==> config.mk <==
export PLATFORM = sky130hd
export DESIGN_NAME = blrc_top
export DESIGN_NICKNAME = d
export VERILOG_FILES = /design/src/design/blrc_pkg.sv /design/src/design/blrc_hold_timer.sv /design/src/design/blrc_seq_detect.sv /design/src/design/blrc_top.sv
export SDC_FILE = /design/constraint.sdc
export NUM_CORES = 1
export LEC_CHECK = 0
export BUFFER_PORTS_ARGS = -buffer_cell sky130_fd_sc_hd__buf_2
export CAP_MARGIN = 25
export CORE_MARGIN = 2
export CORE_UTILIZATION = 60
export DETAILED_ROUTE_END_ITERATION = 10
export GPL_TIMING_DRIVEN = 0
export PLACE_DENSITY_LB_ADDON = 0.3
export SYNTH_ARGS = -nofsm -noshare
export SYNTH_HDL_FRONTEND = slang
export SYNTH_SLANG_ARGS = --single-unit
export TNS_END_PERCENT = 5
==> constraint.sdc <==
create_clock -name core_clk_in -period 8.02 [get_ports core_clk_in]
set_clock_uncertainty 0.05 [all_clocks]
set_input_delay 1.604 -clock core_clk_in [delete_from_list [all_inputs] [get_ports core_clk_in]]
set_output_delay 1.604 -clock core_clk_in [all_outputs]
set_load 0.02 [all_outputs]
==> src/design/blrc_pkg.sv <==
// constants and types of the block-level reset control
package blrc_pkg;
  localparam int unsigned AW = 16;
  localparam int unsigned DW = 32;
  localparam logic [AW-1:0] RST_CTL_OFS = 16'h01f8;
  localparam logic [AW-1:0] HOST_SEQ_OFS = 16'h0040;
  localparam int unsigned BIT_DIG = 0;
  localparam int unsigned BIT_PHYA = 1;
  localparam int unsigned BIT_PHYB = 2;
  localparam int unsigned BIT_CORE = 6;
  localparam int unsigned CTRL_W = 7;
  localparam logic [7:0] SEQ_B0 = 8'h52;
  localparam logic [7:0] SEQ_B1 = 8'h45;
  localparam logic [7:0] SEQ_B2 = 8'h53;
  localparam int unsigned NPORT = 3;
  localparam int unsigned FX_PORT_A = 0;
  localparam int unsigned FX_PORT_A_UP = 2;
  localparam int unsigned FX_PORT_B = 1;
  localparam int unsigned CLK_MHZ = 25;
  localparam int unsigned T_PHY_US = 102;
  localparam int unsigned T_DIG_US = 760;
  localparam int unsigned T_CORE_US = 1;
  localparam int unsigned T_SYS_MS = 80;
  localparam int unsigned TMR_W = 21;
  localparam logic [TMR_W-1:0] PHY_CYC = TMR_W'(T_PHY_US * CLK_MHZ);
  localparam logic [TMR_W-1:0] DIG_CYC = TMR_W'(T_DIG_US * CLK_MHZ);
  localparam logic [TMR_W-1:0] CORE_CYC = TMR_W'(T_CORE_US * CLK_MHZ);
  localparam logic [TMR_W-1:0] SYS_CYC = TMR_W'(T_SYS_MS * 1000 * CLK_MHZ);

  typedef struct packed {
    logic [AW-1:0] addr;
    logic [DW-1:0] wdata;
    logic wr;
    logic rd;
  } blrc_bus_req_t;

  typedef enum logic [1:0] {
    BLRC_TWO_PORT,
    BLRC_THREE_DOWN,
    BLRC_THREE_UP
  } blrc_port_mode_t;

  typedef enum logic [1:0] {
    BLRC_KIND_FULL,
    BLRC_KIND_KEEP_NOT_AFFECTED_BY_SOFT_RESET,
    BLRC_KIND_NO_RELOAD
  } blrc_phy_kind_t;
endpackage : blrc_pkg

==> src/design/blrc_hold_timer.sv <==
// fixed-length reset hold timer with completion pulse
`timescale 1ns/1ps
module blrc_hold_timer #(
  parameter logic [blrc_pkg::TMR_W-1:0] HOLD = {{(blrc_pkg::TMR_W-1){1'b0}}, 1'b1}
) (
  input wire logic core_clk_in,
  input wire logic rst_n_in,
  input wire logic start_in,
  output logic busy_out,
  output logic done_out
);
  import blrc_pkg::*;

  logic [TMR_W-1:0] cnt_q;

  // a start while busy is dropped, so a pending hold never restarts
  always_ff @(posedge core_clk_in or negedge rst_n_in) begin
    if (!rst_n_in) begin
      busy_out <= 1'b0;
      done_out <= 1'b0;
      cnt_q <= '0;
    end else begin
      done_out <= 1'b0;
      if (!busy_out) begin
        if (start_in) begin
          busy_out <= 1'b1;
          cnt_q <= '0;
        end
      end else if (cnt_q == HOLD - 1'b1) begin
        busy_out <= 1'b0;
        done_out <= 1'b1;
      end else begin
        cnt_q <= cnt_q + 1'b1;
      end
    end
  end
endmodule : blrc_hold_timer

==> src/design/blrc_seq_detect.sv <==
// three-byte write sequence detector
`timescale 1ns/1ps
module blrc_seq_detect (
  input wire logic core_clk_in,
  input wire logic rst_n_in,
  input wire logic clr_in,
  input wire logic wr_in,
  input wire logic [7:0] byte_in,
  output logic hit_out
);
  import blrc_pkg::*;

  typedef enum logic [1:0] {IDLE, GOT_0, GOT_1} blrc_seq_st_t;
  blrc_seq_st_t st_q;

  always_ff @(posedge core_clk_in or negedge rst_n_in) begin
    if (!rst_n_in) begin
      st_q <= IDLE;
      hit_out <= 1'b0;
    end else begin
      hit_out <= 1'b0;
      if (clr_in) begin
        st_q <= IDLE;
      end else if (wr_in) begin
        // a wrong byte restarts, but may itself open a new match
        unique case (st_q)
          IDLE: st_q <= (byte_in == SEQ_B0) ? GOT_0 : IDLE;
          GOT_0: st_q <= (byte_in == SEQ_B1) ? GOT_1 :
                         (byte_in == SEQ_B0) ? GOT_0 : IDLE;
          GOT_1: begin
            hit_out <= (byte_in == SEQ_B2);
            st_q <= (byte_in == SEQ_B0) ? GOT_0 : IDLE;
          end
        endcase
      end
    end
  end
endmodule : blrc_seq_detect

==> src/design/blrc_top.sv <==
// block-level reset control: reset register, phy, core and system resets
`timescale 1ns/1ps
module blrc_top #(
  parameter logic [blrc_pkg::TMR_W-1:0] DIG_HOLD = blrc_pkg::DIG_CYC,
  parameter logic [blrc_pkg::TMR_W-1:0] SYS_HOLD = blrc_pkg::SYS_CYC
) (
  input wire logic core_clk_in,
  input wire logic rst_n_in,
  input wire blrc_pkg::blrc_bus_req_t bus_in,
  output logic [blrc_pkg::DW-1:0] rdata_out,
  input wire logic master_seq_wr_in,
  input wire logic [7:0] master_seq_byte_in,
  input wire logic phy_a_soft_req_in,
  input wire logic phy_b_soft_req_in,
  input wire logic phy_a_pd_exit_in,
  input wire logic phy_b_pd_exit_in,
  input wire logic phy_a_fx_in,
  input wire logic phy_b_fx_in,
  input wire logic [blrc_pkg::NPORT-1:0] fx_err_in,
  input wire blrc_pkg::blrc_port_mode_t port_mode_in,
  input wire logic eeprom_done_in,
  input wire logic sys_rst_pin_in,
  output logic port_a_phy_reset_bit_out,
  output logic port_b_phy_reset_bit_out,
  output blrc_pkg::blrc_phy_kind_t phy_a_kind_out,
  output blrc_pkg::blrc_phy_kind_t phy_b_kind_out,
  output logic phy_a_soft_clr_out,
  output logic phy_b_soft_clr_out,
  output logic digital_rst_out,
  output logic core_rst_out,
  output logic chip_sys_rst_out,
  output logic host_if_disable_out,
  output logic eeprom_load_out,
  output logic strap_latch_out,
  output logic sys_rst_pin_out,
  output logic sys_rst_pin_oe_out
);
  import blrc_pkg::*;

  function automatic logic [DW-1:0] ctrl_word(
    input logic dig, input logic a, input logic b, input logic core
  );
    logic [DW-1:0] w;
    w = '0;
    w[BIT_DIG] = dig;
    w[BIT_PHYA] = a;
    w[BIT_PHYB] = b;
    w[BIT_CORE] = core;
    return w;
  endfunction : ctrl_word

  //////////////////////////////////////////////////////////////////////
  // reset release

  logic rs1_q;
  logic rst_l;

  always_ff @(posedge core_clk_in or negedge rst_n_in) begin
    if (!rst_n_in) begin
      rs1_q <= 1'b0;
      rst_l <= 1'b0;
    end else begin
      rs1_q <= 1'b1;
      rst_l <= rs1_q;
    end
  end

  //////////////////////////////////////////////////////////////////////
  // register decode

  logic ctl_wr;
  logic dig_q;
  logic core_q;
  logic [1:0] phy_q;
  logic dig_set;
  logic core_set;
  logic [1:0] phy_set;

  assign ctl_wr = bus_in.wr && (bus_in.addr == RST_CTL_OFS);
  // writes while a bit is set are dropped
  assign dig_set = ctl_wr && bus_in.wdata[BIT_DIG] && !dig_q;
  assign core_set = ctl_wr && bus_in.wdata[BIT_CORE] && !core_q;
  assign phy_set[0] = ctl_wr && bus_in.wdata[BIT_PHYA] && !phy_q[0];
  assign phy_set[1] = ctl_wr && bus_in.wdata[BIT_PHYB] && !phy_q[1];

  //////////////////////////////////////////////////////////////////////
  // phy reset sources

  logic [1:0] fx_hit;
  logic [1:0] soft_req;
  logic [1:0] pd_req;
  logic [1:0] phy_start;
  logic [1:0] phy_busy;
  logic [1:0] phy_done;
  blrc_phy_kind_t kind_q [2];

  // the monitored port for phy a moves with the port arrangement
  assign fx_hit[0] = phy_a_fx_in && ((port_mode_in == BLRC_THREE_UP) ?
                     fx_err_in[FX_PORT_A_UP] : fx_err_in[FX_PORT_A]);
  assign fx_hit[1] = phy_b_fx_in && fx_err_in[FX_PORT_B];
  assign soft_req = {phy_b_soft_req_in, phy_a_soft_req_in};
  assign pd_req = {phy_b_pd_exit_in, phy_a_pd_exit_in};
  assign phy_start = phy_set | soft_req | pd_req | fx_hit;

  for (genvar i = 0; i < 2; i++) begin : g_phy
    blrc_hold_timer #(
      .HOLD(PHY_CYC)
    ) u_tmr (
      .core_clk_in(core_clk_in),
      .rst_n_in(rst_l),
      .start_in(phy_start[i]),
      .busy_out(phy_busy[i]),
      .done_out(phy_done[i])
    );

    // set wins over the completion clear
    always_ff @(posedge core_clk_in or negedge rst_l) begin
      if (!rst_l) begin
        phy_q[i] <= 1'b0;
      end else if (phy_start[i]) begin
        phy_q[i] <= 1'b1;
      end else if (phy_done[i]) begin
        phy_q[i] <= 1'b0;
      end
    end

    // a full reset outranks a register-keeping one
    always_ff @(posedge core_clk_in or negedge rst_l) begin
      if (!rst_l) begin
        kind_q[i] <= BLRC_KIND_FULL;
      end else if (phy_start[i] && !phy_busy[i]) begin
        if (phy_set[i] || fx_hit[i]) begin
          kind_q[i] <= BLRC_KIND_FULL;
        end else if (soft_req[i]) begin
          kind_q[i] <= BLRC_KIND_KEEP_NOT_AFFECTED_BY_SOFT_RESET;
        end else begin
          kind_q[i] <= BLRC_KIND_NO_RELOAD;
        end
      end
    end
  end

  // only the phy sees its own reset
  assign port_a_phy_reset_bit_out = phy_busy[0];
  assign port_b_phy_reset_bit_out = phy_busy[1];
  assign phy_a_soft_clr_out = phy_done[0];
  assign phy_b_soft_clr_out = phy_done[1];
  assign phy_a_kind_out = kind_q[0];
  assign phy_b_kind_out = kind_q[1];

  //////////////////////////////////////////////////////////////////////
  // digital and core resets

  logic dig_busy;
  logic dig_done;
  logic core_busy;
  logic core_done;
  logic core_rst_q;

  blrc_hold_timer #(
    .HOLD(DIG_HOLD)
  ) u_dig (
    .core_clk_in(core_clk_in),
    .rst_n_in(rst_l),
    .start_in(dig_set),
    .busy_out(dig_busy),
    .done_out(dig_done)
  );

  blrc_hold_timer #(
    .HOLD(CORE_CYC)
  ) u_core (
    .core_clk_in(core_clk_in),
    .rst_n_in(rst_l),
    .start_in(core_set),
    .busy_out(core_busy),
    .done_out(core_done)
  );

  // phy timers stay outside the digital reset domain
  assign digital_rst_out = dig_busy;

  always_ff @(posedge core_clk_in or negedge rst_l) begin
    if (!rst_l) begin
      dig_q <= 1'b0;
    end else if (dig_set) begin
      dig_q <= 1'b1;
    end else if (dig_done) begin
      dig_q <= 1'b0;
    end
  end

  always_ff @(posedge core_clk_in or negedge rst_l) begin
    if (!rst_l) begin
      core_q <= 1'b0;
    end else if (core_set) begin
      core_q <= 1'b1;
    end else if (core_done) begin
      core_q <= 1'b0;
    end
  end

  // the digital reset also takes the slave core down
  always_ff @(posedge core_clk_in or negedge rst_l) begin
    if (!rst_l) begin
      core_rst_q <= 1'b1;
    end else begin
      core_rst_q <= core_busy || dig_busy;
    end
  end
  assign core_rst_out = core_rst_q;

  //////////////////////////////////////////////////////////////////////
  // eeprom load, straps and host access

  logic first_q;
  logic strap_q;
  logic ee_q;
  logic hid_q;

  always_ff @(posedge core_clk_in or negedge rst_l) begin
    if (!rst_l) begin
      first_q <= 1'b1;
      strap_q <= 1'b0;
      ee_q <= 1'b0;
    end else begin
      first_q <= 1'b0;
      // straps latch only once after the chip-level release
      strap_q <= first_q;
      ee_q <= first_q || dig_done || core_done;
    end
  end
  assign strap_latch_out = strap_q;
  assign eeprom_load_out = ee_q;

  always_ff @(posedge core_clk_in or negedge rst_l) begin
    if (!rst_l) begin
      hid_q <= 1'b1;
    end else if (dig_busy || core_busy || ee_q) begin
      hid_q <= 1'b1;
    end else if (eeprom_done_in) begin
      hid_q <= 1'b0;
    end
  end
  assign host_if_disable_out = hid_q;

  //////////////////////////////////////////////////////////////////////
  // register read

  logic [DW-1:0] rd_q;

  // reads have no side effect, so any byte subset may be read alone
  always_ff @(posedge core_clk_in or negedge rst_l) begin
    if (!rst_l) begin
      rd_q <= '0;
    end else if (bus_in.rd && bus_in.addr == RST_CTL_OFS) begin
      rd_q <= ctrl_word(dig_q, phy_q[0], phy_q[1], core_q);
    end else begin
      rd_q <= '0;
    end
  end
  assign rdata_out = rd_q;

  //////////////////////////////////////////////////////////////////////
  // system reset

  logic host_hit;
  logic mst_hit;
  logic sys_busy;
  logic sys_done;
  logic p1_q;
  logic p2_q;
  logic p3_q;
  logic pin_hi_q;
  logic tail_q;
  logic csr_q;

  // the detectors live in the slave core, so both core and digital resets clear them
  blrc_seq_detect u_host_seq (
    .core_clk_in(core_clk_in),
    .rst_n_in(rst_l),
    .clr_in(core_busy || dig_busy),
    .wr_in(bus_in.wr && bus_in.addr == HOST_SEQ_OFS),
    .byte_in(bus_in.wdata[7:0]),
    .hit_out(host_hit)
  );

  blrc_seq_detect u_mst_seq (
    .core_clk_in(core_clk_in),
    .rst_n_in(rst_l),
    .clr_in(core_busy || dig_busy),
    .wr_in(master_seq_wr_in),
    .byte_in(master_seq_byte_in),
    .hit_out(mst_hit)
  );

  blrc_hold_timer #(
    .HOLD(SYS_HOLD)
  ) u_sys (
    .core_clk_in(core_clk_in),
    .rst_n_in(rst_l),
    .start_in(host_hit || mst_hit),
    .busy_out(sys_busy),
    .done_out(sys_done)
  );

  assign sys_rst_pin_out = 1'b0;
  assign sys_rst_pin_oe_out = sys_busy;

  always_ff @(posedge core_clk_in or negedge rst_l) begin
    if (!rst_l) begin
      p1_q <= 1'b1;
      p2_q <= 1'b1;
      p3_q <= 1'b1;
      pin_hi_q <= 1'b1;
    end else begin
      p1_q <= sys_rst_pin_in;
      p2_q <= p1_q;
      p3_q <= p2_q;
      if (p2_q == p3_q) begin
        pin_hi_q <= p3_q;
      end
    end
  end

  // another party may keep the wired-or line low past our drive
  always_ff @(posedge core_clk_in or negedge rst_l) begin
    if (!rst_l) begin
      tail_q <= 1'b0;
      csr_q <= 1'b0;
    end else begin
      if (sys_done) begin
        tail_q <= 1'b1;
      end else if (pin_hi_q) begin
        tail_q <= 1'b0;
      end
      csr_q <= sys_busy || tail_q;
    end
  end
  assign chip_sys_rst_out = csr_q;

  //////////////////////////////////////////////////////////////////////
  // checks

  logic [TMR_W-1:0] a_cnt;
  logic [TMR_W-1:0] d_cnt;
  logic [TMR_W-1:0] s_cnt;

  always_ff @(posedge core_clk_in or negedge rst_l) begin
    if (!rst_l) begin
      a_cnt <= '0;
      d_cnt <= '0;
      s_cnt <= '0;
    end else begin
      a_cnt <= phy_busy[0] ? a_cnt + 1'b1 : '0;
      d_cnt <= dig_busy ? d_cnt + 1'b1 : '0;
      s_cnt <= sys_busy ? s_cnt + 1'b1 : '0;
    end
  end
endmodule : blrc_top

### Word level (Yosys, flattened, before mapping)

Index checks and enable logic that the tools add are counted.
Widths: inputs -> output; s select.

| storage, ports and cells | value |
|---|---|
| word-level logic and storage cells | 196 |
| register bits after elaboration | 149 |
| output and inout port bits | 48 |
| bits of input ports | 74 |

| operators by class | value |
|---|---|
| bitwise gates (word level) | 3 |
| equality and inequality tests | 24 |
| add/subtract/negate cells | 5 |
| reduce and logical (&&, ||, !) cells | 51 |
| mux-type cells | 74 |

Operator list:

| operator | count |
|---|---|
| $mux 21 | 15 |
| $add 21x1->21 const B | 5 |
| $eq 8x7->1 const B | 6 |
| $mux 1 | 46 |
| $eq 21x12->1 const B | 2 |
| $reduce_bool 2->1 | 13 |
| $eq 21x15->1 const B | 1 |
| $eq 21x21->1 const B | 1 |
| $eq 21x5->1 const B | 1 |
| $mux 2 | 10 |
| $eq 16x7->1 const B | 1 |
| $eq 16x9->1 const B | 1 |
| $logic_and 1x1->1 | 15 |
| $ne 2x2->1 const B | 5 |
| $reduce_and 2->1 | 5 |
| $logic_or 1x1->1 | 8 |
| $pmux 2 s2 | 2 |
| $mux 7 | 1 |
| $eq 2x2->1 const B | 3 |
| $logic_not 1->1 | 6 |
| $or 2x2->2 | 3 |
| $eq 2x1->1 const B | 2 |
| $logic_not 2->1 | 2 |
| $reduce_or 2->1 | 2 |
| $eq 1x1->1 | 1 |

### Depth between registers and ports, before layout

Gate-level depths: netlist of run 1.

| depth | value |
|---|---|
| depth in word-level cells | 9 |
| gate-level depth with buffers | 8 |
| depth with buffers taken out | 7 |

### By module

Synthesis of run 1 repeated with hierarchy kept, for this count alone.

| unflattened totals | value |
|---|---|
| cells, all modules | 888 |
| area, all modules | 8458.1 µm² |

By module, submodules not included:

| module | cells each | times used | sequential area each (µm²) | area an instance (µm²) |
|---|---|---|---|---|
| blrc_hold_timer (g_phy[0].u_tmr ...) | 146 | 2 | 575.6 | 1376.3 |
| blrc_hold_timer (u_sys) | 165 | 1 | 575.6 | 1461.4 |
| blrc_hold_timer (u_core) | 148 | 1 | 575.6 | 1336.3 |
| blrc_hold_timer (u_dig) | 139 | 1 | 575.6 | 1311.3 |
| blrc_top | 116 | 1 | 634.4 | 1256.2 |
| blrc_seq_detect | 14 | 2 | 75.1 | 170.2 |

### Least setup slack after synthesis of run 1

No wires, ideal clock.

| timing | value |
|---|---|
| kind | input to register |
| from | input bus_in[35] (netlist name) |
| to | register u_dig.cnt_q[19] |
| library setup time | 0.134 ns |
| required time | 7.836 ns |
| data arrival time | 3.468 ns |
| slack | 4.368 ns |
| stages | 6 |
| path buffers | 1 |
| cells stage by stage | or4b_1 > nor3_4 > or4b_4 > nor3_2 > buf_2 > a21oi_1 |

| on the way | value |
|---|---|
| longest elaborated chain between the ends | 6 |

RTL lines:

| what | line | text |
|---|---|---|
| start, declared | blrc_top.sv:9 | `input wire blrc_pkg::blrc_bus_req_t bus_in,` |
| $eq 16x9->1 | blrc_top.sv:79 | `assign ctl_wr = bus_in.wr && (bus_in.addr == RST_CTL_OFS);` |
| $logic_and 1x1->1 | blrc_top.sv:79 |  |
| $logic_and 1x1->1 (2 in a row) | blrc_top.sv:81 | `assign dig_set = ctl_wr && bus_in.wdata[BIT_DIG] && !dig_q;` |
| $reduce_bool 2->1 (no source line) | - |  |
| $reduce_and 2->1 (no source line) | - |  |
| end signal, assigned | blrc_hold_timer.sv:33 | `cnt_q <= cnt_q + 1'b1;` |
| end, declared | blrc_hold_timer.sv:14 | `logic [TMR_W-1:0] cnt_q;` |

Every way passes these cells.
A chain may end at the register's enable or synchronous reset.

### Worst setup path after layout of run 1

| timing | value |
|---|---|
| from | input bus_in[47] (netlist name) |
| to | register u_core.cnt_q[20] |

| on the way | value |
|---|---|
| longest elaborated chain between the ends | 6 |

RTL lines:

| what | line | text |
|---|---|---|
| $eq 16x9->1 | blrc_top.sv:79 |  |
| $logic_and 1x1->1 | blrc_top.sv:79 |  |
| $logic_and 1x1->1 (2 in a row) | blrc_top.sv:82 | `assign core_set = ctl_wr && bus_in.wdata[BIT_CORE] && !core_q;` |
| $reduce_bool 2->1 (no source line) | - |  |
| $reduce_and 2->1 (no source line) | - |  |
| end signal, assigned | blrc_hold_timer.sv:33 |  |
| end, declared | blrc_hold_timer.sv:14 |  |

Every way passes these cells.

==> summary.md, run 1 <==
| Metric | Value |
|---|---|
| Layout Area Growth over Synthesis | `16.95%` |
| Max-Cap Viols | `0` |
| Setup TNS | `0 ps` |
| Final Hold Fails | `0` |
| Setup crit start kind | `primary input` |
| Register area share after synthesis | `46.19%` |
| Post-CTS setup buffers | `0` |
| Total GRT Usage | `between 20% and 30%` |
| Total gr overflow | `0` |
| Period utilisation layout | `about 48%` |
| Period minus WS final | `roughly 3800 ps` |
| Tightest Pin Transition | `997.3 ps` |
| Initial Util | `between 60% and 70%` |
| Critical path peak fanout | `10` |
| CTS Root Cell | `clkbuf_16` |
| Clock Tree Buf Depth | `2` |
| Initial antenna violation count | `1` |
| Die width | `around 120 um` |
| Hold WC Path Type | `reg -> async` |
| Pins Over Slew Limit | `0` |
| Power per cell area | `197.6 nW/um^2` |
| Post-DP HPWL | `between 10000 and 15000 um` |
| Clock Pin Slew Worst Setup and Hold Paths | `~60 ps` |
| TritonCTS clock tree | `built` |
| Slew HR | `roughly a third` |
| Layout Nets | `1048` |
| DRT iter0 DRCs | `680` |
| Count of hold-fix buffers inserted at cts | `0` |
| Mean Syn Cell Area | `about 9.4 um^2` |
| Commonest non-fill, non-tap cells in the layout | `dfrtp_1 (138), buf_2 (70), nand2_1 (67)` |
| Syn Std Cell Area | `roughly 8000 um^2` |
| First-pass GRT wire length | `between 30000 and 40000 um` |
| RePlAce Congestion | `between 0.8 and 0.9` |
| Vias in the first global route | `roughly 6700` |
| R2R depth | `6` |
| Wire per inst | `around 16 um` |
| Clock Power Share | `around 45%` |
| FF+latch count, synth | `146` |
| Post-synth EDFFs | `0` |
| Ports | `about 120` |
| ANT cells | `0` |
| Core Footprint | `around 13000 um^2` |
| Worst Setup End Kind | `flop` |
| Syn Inst Count | `846` |
| Fin util | `72.59%` |
| Clock Latency Late Sink | `approximately 420 ps` |
| Setup violators final | `0` |
| Number of I/O port buffers | `68` |
| Die Area | `between 10000 and 15000 um^2` |
| Layout cell share with drive strength beyond 1 | `approximately 16%` |
| Post-DRT Antenna Nets | `0` |
| DR vias/cell | `between 6 and 7` |
| Commonest non-fill, non-tap cell in the layout | `dfrtp_1` |
| WL final | `between 15000 and 20000 um` |
| Fillers | `960` |
| Yosys warning count | `0` |
| Row cnt | `41` |
| Post-synth cell types | `71` |
| Clk sink count | `around 150` |
| WP data required | `8270 ps` |
| Pleak | `about 0.0043 uW` |
| Maximum clock frequency | `260.1 MHz` |
| Unrepaired setup endpoints after global routing | `false` |
| Outcome | `completed` |
| Pin count of the biggest net entering global routing | `70` |
| Crit Path Category | `in -> reg` |
| CTS Buf Count | `17` |
| Via Count | `between 6000 and 7000` |
| Gate power share | `9.5%` |
| Maximum vdd drop | `0.0002026 V` |
| H-tree level count | `4` |
| Seq pwr share | `a little under half` |
| Post-CTS resize count | `0` |
| Switch share | `around a quarter` |
| First-pass detailed-route iteration total | `5` |
| Synth Flop Type | `dfrtp_1` |
| Drt drc | `0` |
| Switching pwr | `around 450 uW` |
| Cell-internal power | `1380 uW` |
| Worst Path Arrival | `about 4000 ps` |
| Post-synth ARST share | `between 90% and 100%` |
| Die Y | `119.0 um` |
| Final Power | `around 1800 uW` |
[flip-flops by register name (all words and copies together), names as in the netlist, 4 cells and up]
signal / count
g_phy.u_tmr.cnt_q: 42
rdata_out: 4
u_core.cnt_q: 21
u_dig.cnt_q: 21
u_sys.cnt_q: 21
[routing by layer]
| layer | vias up | track usage, % | routed length (um) | part of all wire [%] |
|---|---|---|---|---|
| met5 | - | 0 | 10 | 0.054 |
| li1 | 3319 | - | - | - |
| met1 | 3416 | 36.73 | 8261 | 44 |
| met4 | 2 | 8.780 | 302 | 1.6 |
| met3 | 33 | 6.466 | 1038 | 5.6 |
| met2 | 228 | 44.04 | 9071 | 49 |
[through the flow]
step           cell area (um^2)  cells  hold slack, ps  worst slack (ps)
2_1_floorplan              8038    875           281.2              3613
3_3_place_gp               8593   1115           293.7              2035
3_5_place_dp               8652   1117           128.1              3799
4_1_cts                    9263   1149           131.2              4196
5_1_grt                    9273   1151           141.7              4004
6_report                   9273   1151           121.5              4176
[critical path, stage by stage]
cell,delay [ps]
buf_2,100
or4_4,540
nor4_4,650
a31oi_1,280
clkbuf_1,280
clkbuf_1,300
o211ai_1,240
o31ai_1,90
[power by group through the flow]
stage	clock (uW)	sequential, uW	combinational, uW
floorplan	0	842	118
global placement	0	853	147
detailed placement	0	843	170
CTS	833	832	173
global route	863	840	194
finish	825	834	174
[synth_stat cells, types with 3 or more instances]
library cell  count  share of area, %
xor2_1           15               1.7
o22ai_1           6              0.47
a21o_1            5              0.47
clkbuf_1         29               1.4
or4b_1            6              0.76
dfstp_2           7               2.3
nor4_1           18               1.4
nand2b_1          4              0.32
and4b_1           6              0.76
o211ai_1          5              0.47
or3_1            19               1.5
nand4_1          35               2.8
buf_4            29               2.7
inv_1            34               1.6
and3_1           18               1.4
and2_1            9              0.71
nor3_1           22               1.4
nor4bb_1          5              0.63
ha_1              8               1.3
a22oi_1           3              0.28
o21ai_0          42               2.7
a41oi_1           3              0.33
dfrtp_1         139                44
a211o_1           8              0.88
or4_1             7              0.66
nor2b_1           7              0.55
nor3b_1           5              0.47
a221o_1           3              0.38
mux2i_1          11               1.4
a21oi_1          43               2.7
or2_2             6              0.47
o31ai_1           7              0.66
a31oi_1          18               1.4
and4_1            8              0.88
nand3_1          59               3.7
nor4b_1           8              0.88
xnor2_1          19               2.1
nand2_1          67               3.2
a22o_1           12               1.3
nor2_1           53               2.5
[cell type report]
cell class / count / area (um^2) / share of cell area [%]
plain buffers: 61 / 346.6 / 3.738
inverters: 35 / 131.4 / 1.417
well taps: 172 / 215.2 / 2.321
repair buffers: 72 / 405.4 / 4.372
multi-input cells: 633 / 3897 / 42.03
clock inverters: 11 / 160.2 / 1.727
flip-flops and latches: 146 / 3666 / 39.54
clock buffers: 21 / 450.4 / 4.858
[final timing paths]
path                                                      from                                    to  slack, ps
max reg2reg                g_phy[0].u_tmr.cnt_q[0]$_DFFE_PN0P_  g_phy[0].u_tmr.cnt_q[12]$_DFFE_PN0P_       5540
max                                                 bus_in[47]          u_core.cnt_q[20]$_DFFE_PN0P_       4180
max in group asynchronous                      rst_l$_DFF_PN0_                  pin_hi_q$_DFFE_PN1N_       6830
min                                            rst_l$_DFF_PN0_           u_dig.cnt_q[16]$_DFFE_PN0P_        120
min reg2reg                                    rst_l$_DFF_PN0_           u_dig.cnt_q[16]$_DFFE_PN0P_        120
min in group core_clk_in                        p1_q$_DFF_PN1_                        p2_q$_DFF_PN1_        310
[cells by family (layout without fill, tap and decap cells)]
kind of cell | after synthesis | count (layout) | share of synthesized area [%]
flip-flops | 146 | 146 | 46.19
adder cells (fa/ha/maj) | 9 | 9 | 1.389
multiplexers | 12 | 12 | 1.531
buffers and inverters | 96 | 200 | 6.028
AND/OR/NAND/NOR | 372 | 372 | 26.51
other | 2 | 31 | 0.09472
XOR/XNOR | 34 | 34 | 3.756
AO/OA/AOI/OAI | 175 | 175 | 14.50
Note: power is estimated with default switching activity, not from simulation.
==> inputs of run 2 (changes only) <==
CORE_UTILIZATION = 57   (was 60)
clock period = 3.77 ns   (was 8.02 ns; I/O delays follow)
==> summary.md, run 2 (synthesized netlist as in run 1, its figures left out) <==
| Metric | Value |
|---|---|
| Final instance area | `9251 um^2 (was 9273 um^2)` |
| Seq pwr share | `46.6% (was 45.5%)` |
| Pin count of the biggest net entering global routing | `62 (was 70)` |
| Setup violators final | `0 (unchanged)` |
| Row cnt | `43 (was 41)` |
| CTS Buf Count | `17 (unchanged)` |
| Commonest non-fill, non-tap cell in the layout | `dfrtp_1 (unchanged)` |
| Initial antenna violation count | `0 (was 1)` |
| Max reg flops | `42 (unchanged)` |
| Pleak | `0.004243 uW (was 0.004254 uW)` |
| Core Footprint | `13720 um^2 (was 12770 um^2)` |
| Switch share | `24.52% (was 24.68%)` |
| Setup crit start kind | `primary input (unchanged)` |
| Via Count | `6957 (was 6998)` |
| Period utilisation layout | `about four fifths` |
| CTS Root Cell | `clkbuf_16 (unchanged)` |
| Unrepaired setup endpoints after global routing | `false (unchanged)` |
| Top reg by flops | `g_phy.u_tmr.cnt_q (unchanged)` |
| Post-DP HPWL | `12700 um (was 12890 um)` |
| DRT iter0 DRCs | `797 (was 680)` |
| Outcome | `completed (unchanged)` |
| ANT cells | `0 (unchanged)` |
| Cell-internal power | `2873 uW (was 1380 uW)` |
| Die width | `121.9 um (was 119.0 um)` |
| Worst r2r dst | `g_phy[0].u_tmr.cnt_q[12]$_DFFE_PN0P_ (unchanged)` |
| Maximum vdd drop | `0.0004003 V (was 0.0002026 V)` |
| Layout Nets | `1047 (was 1048)` |
| Post-CTS setup buffers | `0 (unchanged)` |
| Pins Over Slew Limit | `0 (unchanged)` |
| Switching pwr | `933.2 uW (was 452.2 uW)` |
| Vias in the first global route | `6233 (was 6684)` |
| Die Y | `121.9 um (was 119.0 um)` |
| Post-CTS resize count | `0 (unchanged)` |
| Ports | `122 (unchanged)` |
| Drt drc | `0 (unchanged)` |
| Post-DRT Antenna Nets | `0 (unchanged)` |
| WP data required | `4010 ps (was 8270 ps)` |
| Post-DP Area | `8662 um^2 (was 8652 um^2)` |
| Tightest Pin Transition | `1060 ps (was 997.3 ps)` |
| Clock Tree Buf Depth | `2 (unchanged)` |
| RePlAce Congestion | `0.8855 (was 0.8976)` |
| Power per cell area | `411.4 nW/um^2 (was 197.6 nW/um^2)` |
| Max-Cap Viols | `0 (unchanged)` |
| Maximum clock frequency | `~340 MHz` |
| Gate power share | `9.5% (about the same)` |
| Crit Path Category | `in -> reg (unchanged)` |
| R2R Path Start | `g_phy[0].u_tmr.cnt_q[1]$_DFFE_PN0P_ (was g_phy[0].u_tmr.cnt_q[0]$_DFFE_PN0P_)` |
| DR vias/cell | `6.013 (was 6.080)` |
| Fin util | `67.43% (was 72.59%)` |
| Clock Latency Late Sink | `420 ps (about the same)` |
| Commonest non-fill, non-tap cells in the layout | `dfrtp_1 (138), buf_2 (70), nand2_1 (67) (unchanged)` |
| Die Area | `14870 um^2 (was 14150 um^2)` |
| R2R depth | `7 (was 6)` |
| First-pass detailed-route iteration total | `5 (unchanged)` |
| Hold WC Path Type | `in -> async (was reg -> async)` |
| Final Hold Fails | `0 (unchanged)` |
| First-pass GRT wire length | `30220 um (was 31640 um)` |
| Clk sink count | `146 (unchanged)` |
| Layout cell share with drive strength beyond 1 | `15.76% (was 16.04%)` |
| Number of I/O port buffers | `68 (unchanged)` |
| Worst Setup End Kind | `flop (unchanged)` |
| H-tree level count | `4 (unchanged)` |
| Slew HR | `28.78% (was 32.90%)` |
| Clock Pin Slew Worst Setup and Hold Paths | `60 ps (about the same)` |
| Total GRT Usage | `25.74% (was 27.35%)` |
| Worst Path Arrival | `3220 ps (was 4090 ps)` |
| TritonCTS clock tree | `built (unchanged)` |
| Layout Area Growth over Synthesis | `16.68% (was 16.95%)` |
| Wire per inst | `15.74 um (was 16.23 um)` |
| Period minus WS final | `between 2000 and 3000 ps` |
| Count of hold-fix buffers inserted at cts | `0 (unchanged)` |
| Clock Power Share | `43.8% (was 45.0%)` |
| Critical path peak fanout | `10 (unchanged)` |
| Setup TNS | `0 ps (unchanged)` |
| Reg2reg setup slack | `1290 ps (was 5540 ps)` |
| Total gr overflow | `0 (unchanged)` |
| Initial Util | `57.79% (was 62.07%)` |
| WL final | `18210 um (was 18680 um)` |
## run 2: cell count changes in the layout (fill, tap and decap cells not counted)
cell,previous run,this run
clkbuf_8,1,5
bufinv_16,4,2
clkinv_2,5,3
clkinvlp_4,2,0
clkbuf_1,32,33
clkbuf_2,1,0
## run 2: worst max-delay path by stage
stage | from | endpoint | slack, ps | depth (start not counted)
after floorplan | bus_in[35] | u_dig.cnt_q[19]$_DFFE_PN0P_ | 970 | 6
after global placement | bus_in[47] | u_core.cnt_q[20]$_DFFE_PN0P_ | 400 | 8
after detailed placement | bus_in[47] | u_core.cnt_q[20]$_DFFE_PN0P_ | 350 | 8
after CTS | bus_in[47] | u_core.cnt_q[20]$_DFFE_PN0P_ | 800 | 8
after global routing | bus_in[47] | u_core.cnt_q[20]$_DFFE_PN0P_ | 640 | 8
final | bus_in[47] | u_core.cnt_q[20]$_DFFE_PN0P_ | 790 | 8
## run 2: cell type report
cell class / instances / area (um^2)
Clock inverter: 5 / 75.07
Buffer: 61 / 346.6
Fill cell: 1112 / 4468
Sequential cell: 146 / 3666
Multi-Input combinational cell: 633 / 3897
Timing Repair Buffer: 71 / 400.4
Clock buffer: 26 / 509.2
Tap cell: 180 / 225.2
Inverter: 35 / 131.4
## run 2: power groups by stage
| stage | Clock [uW] | Combinational (uW) | Sequential [uW] |
|---|---|---|---|
| floorplan | 0 | 250 | 1790 |
| global placement | 0 | 315 | 1810 |
| detailed placement | 0 | 360 | 1800 |
| CTS | 1690 | 361 | 1770 |
| global route | 1770 | 409 | 1790 |
| finish | 1670 | 362 | 1780 |
## run 2: worst max-delay path, cell delays in order
cell      delay (ps)
buf_2             90
or4_4            540
nor4_4           630
a31oi_1          280
clkbuf_1         270
clkbuf_1         290
o211ai_1         250
o31ai_1          110
## run 2: stage by stage
step                hold slack [ps]  worst slack [ps]  instances  total power (uW)
floorplan                     281.1             968.3        875              2041
global placement              285.4             400.6       1123              2129
detailed placement            242.8             349.7       1125              2159
CTS                           40.86             798.5       1156              3826
global route                  40.12             636.7       1157              3964
finish                        51.70             792.8       1157              3806
## run 2: routing by layer
| layer | vias up | track usage [%] | part of all wire (%) |
|---|---|---|---|
| li1 | 3310 | - | - |
| met1 | 3386 | 35.76 | 45 |
| met2 | 235 | 40.54 | 49 |
| met3 | 26 | 5.290 | 5.5 |
| met4 | 0 | 8.621 | 1.1 |
| met5 | - | 0 | 0 |
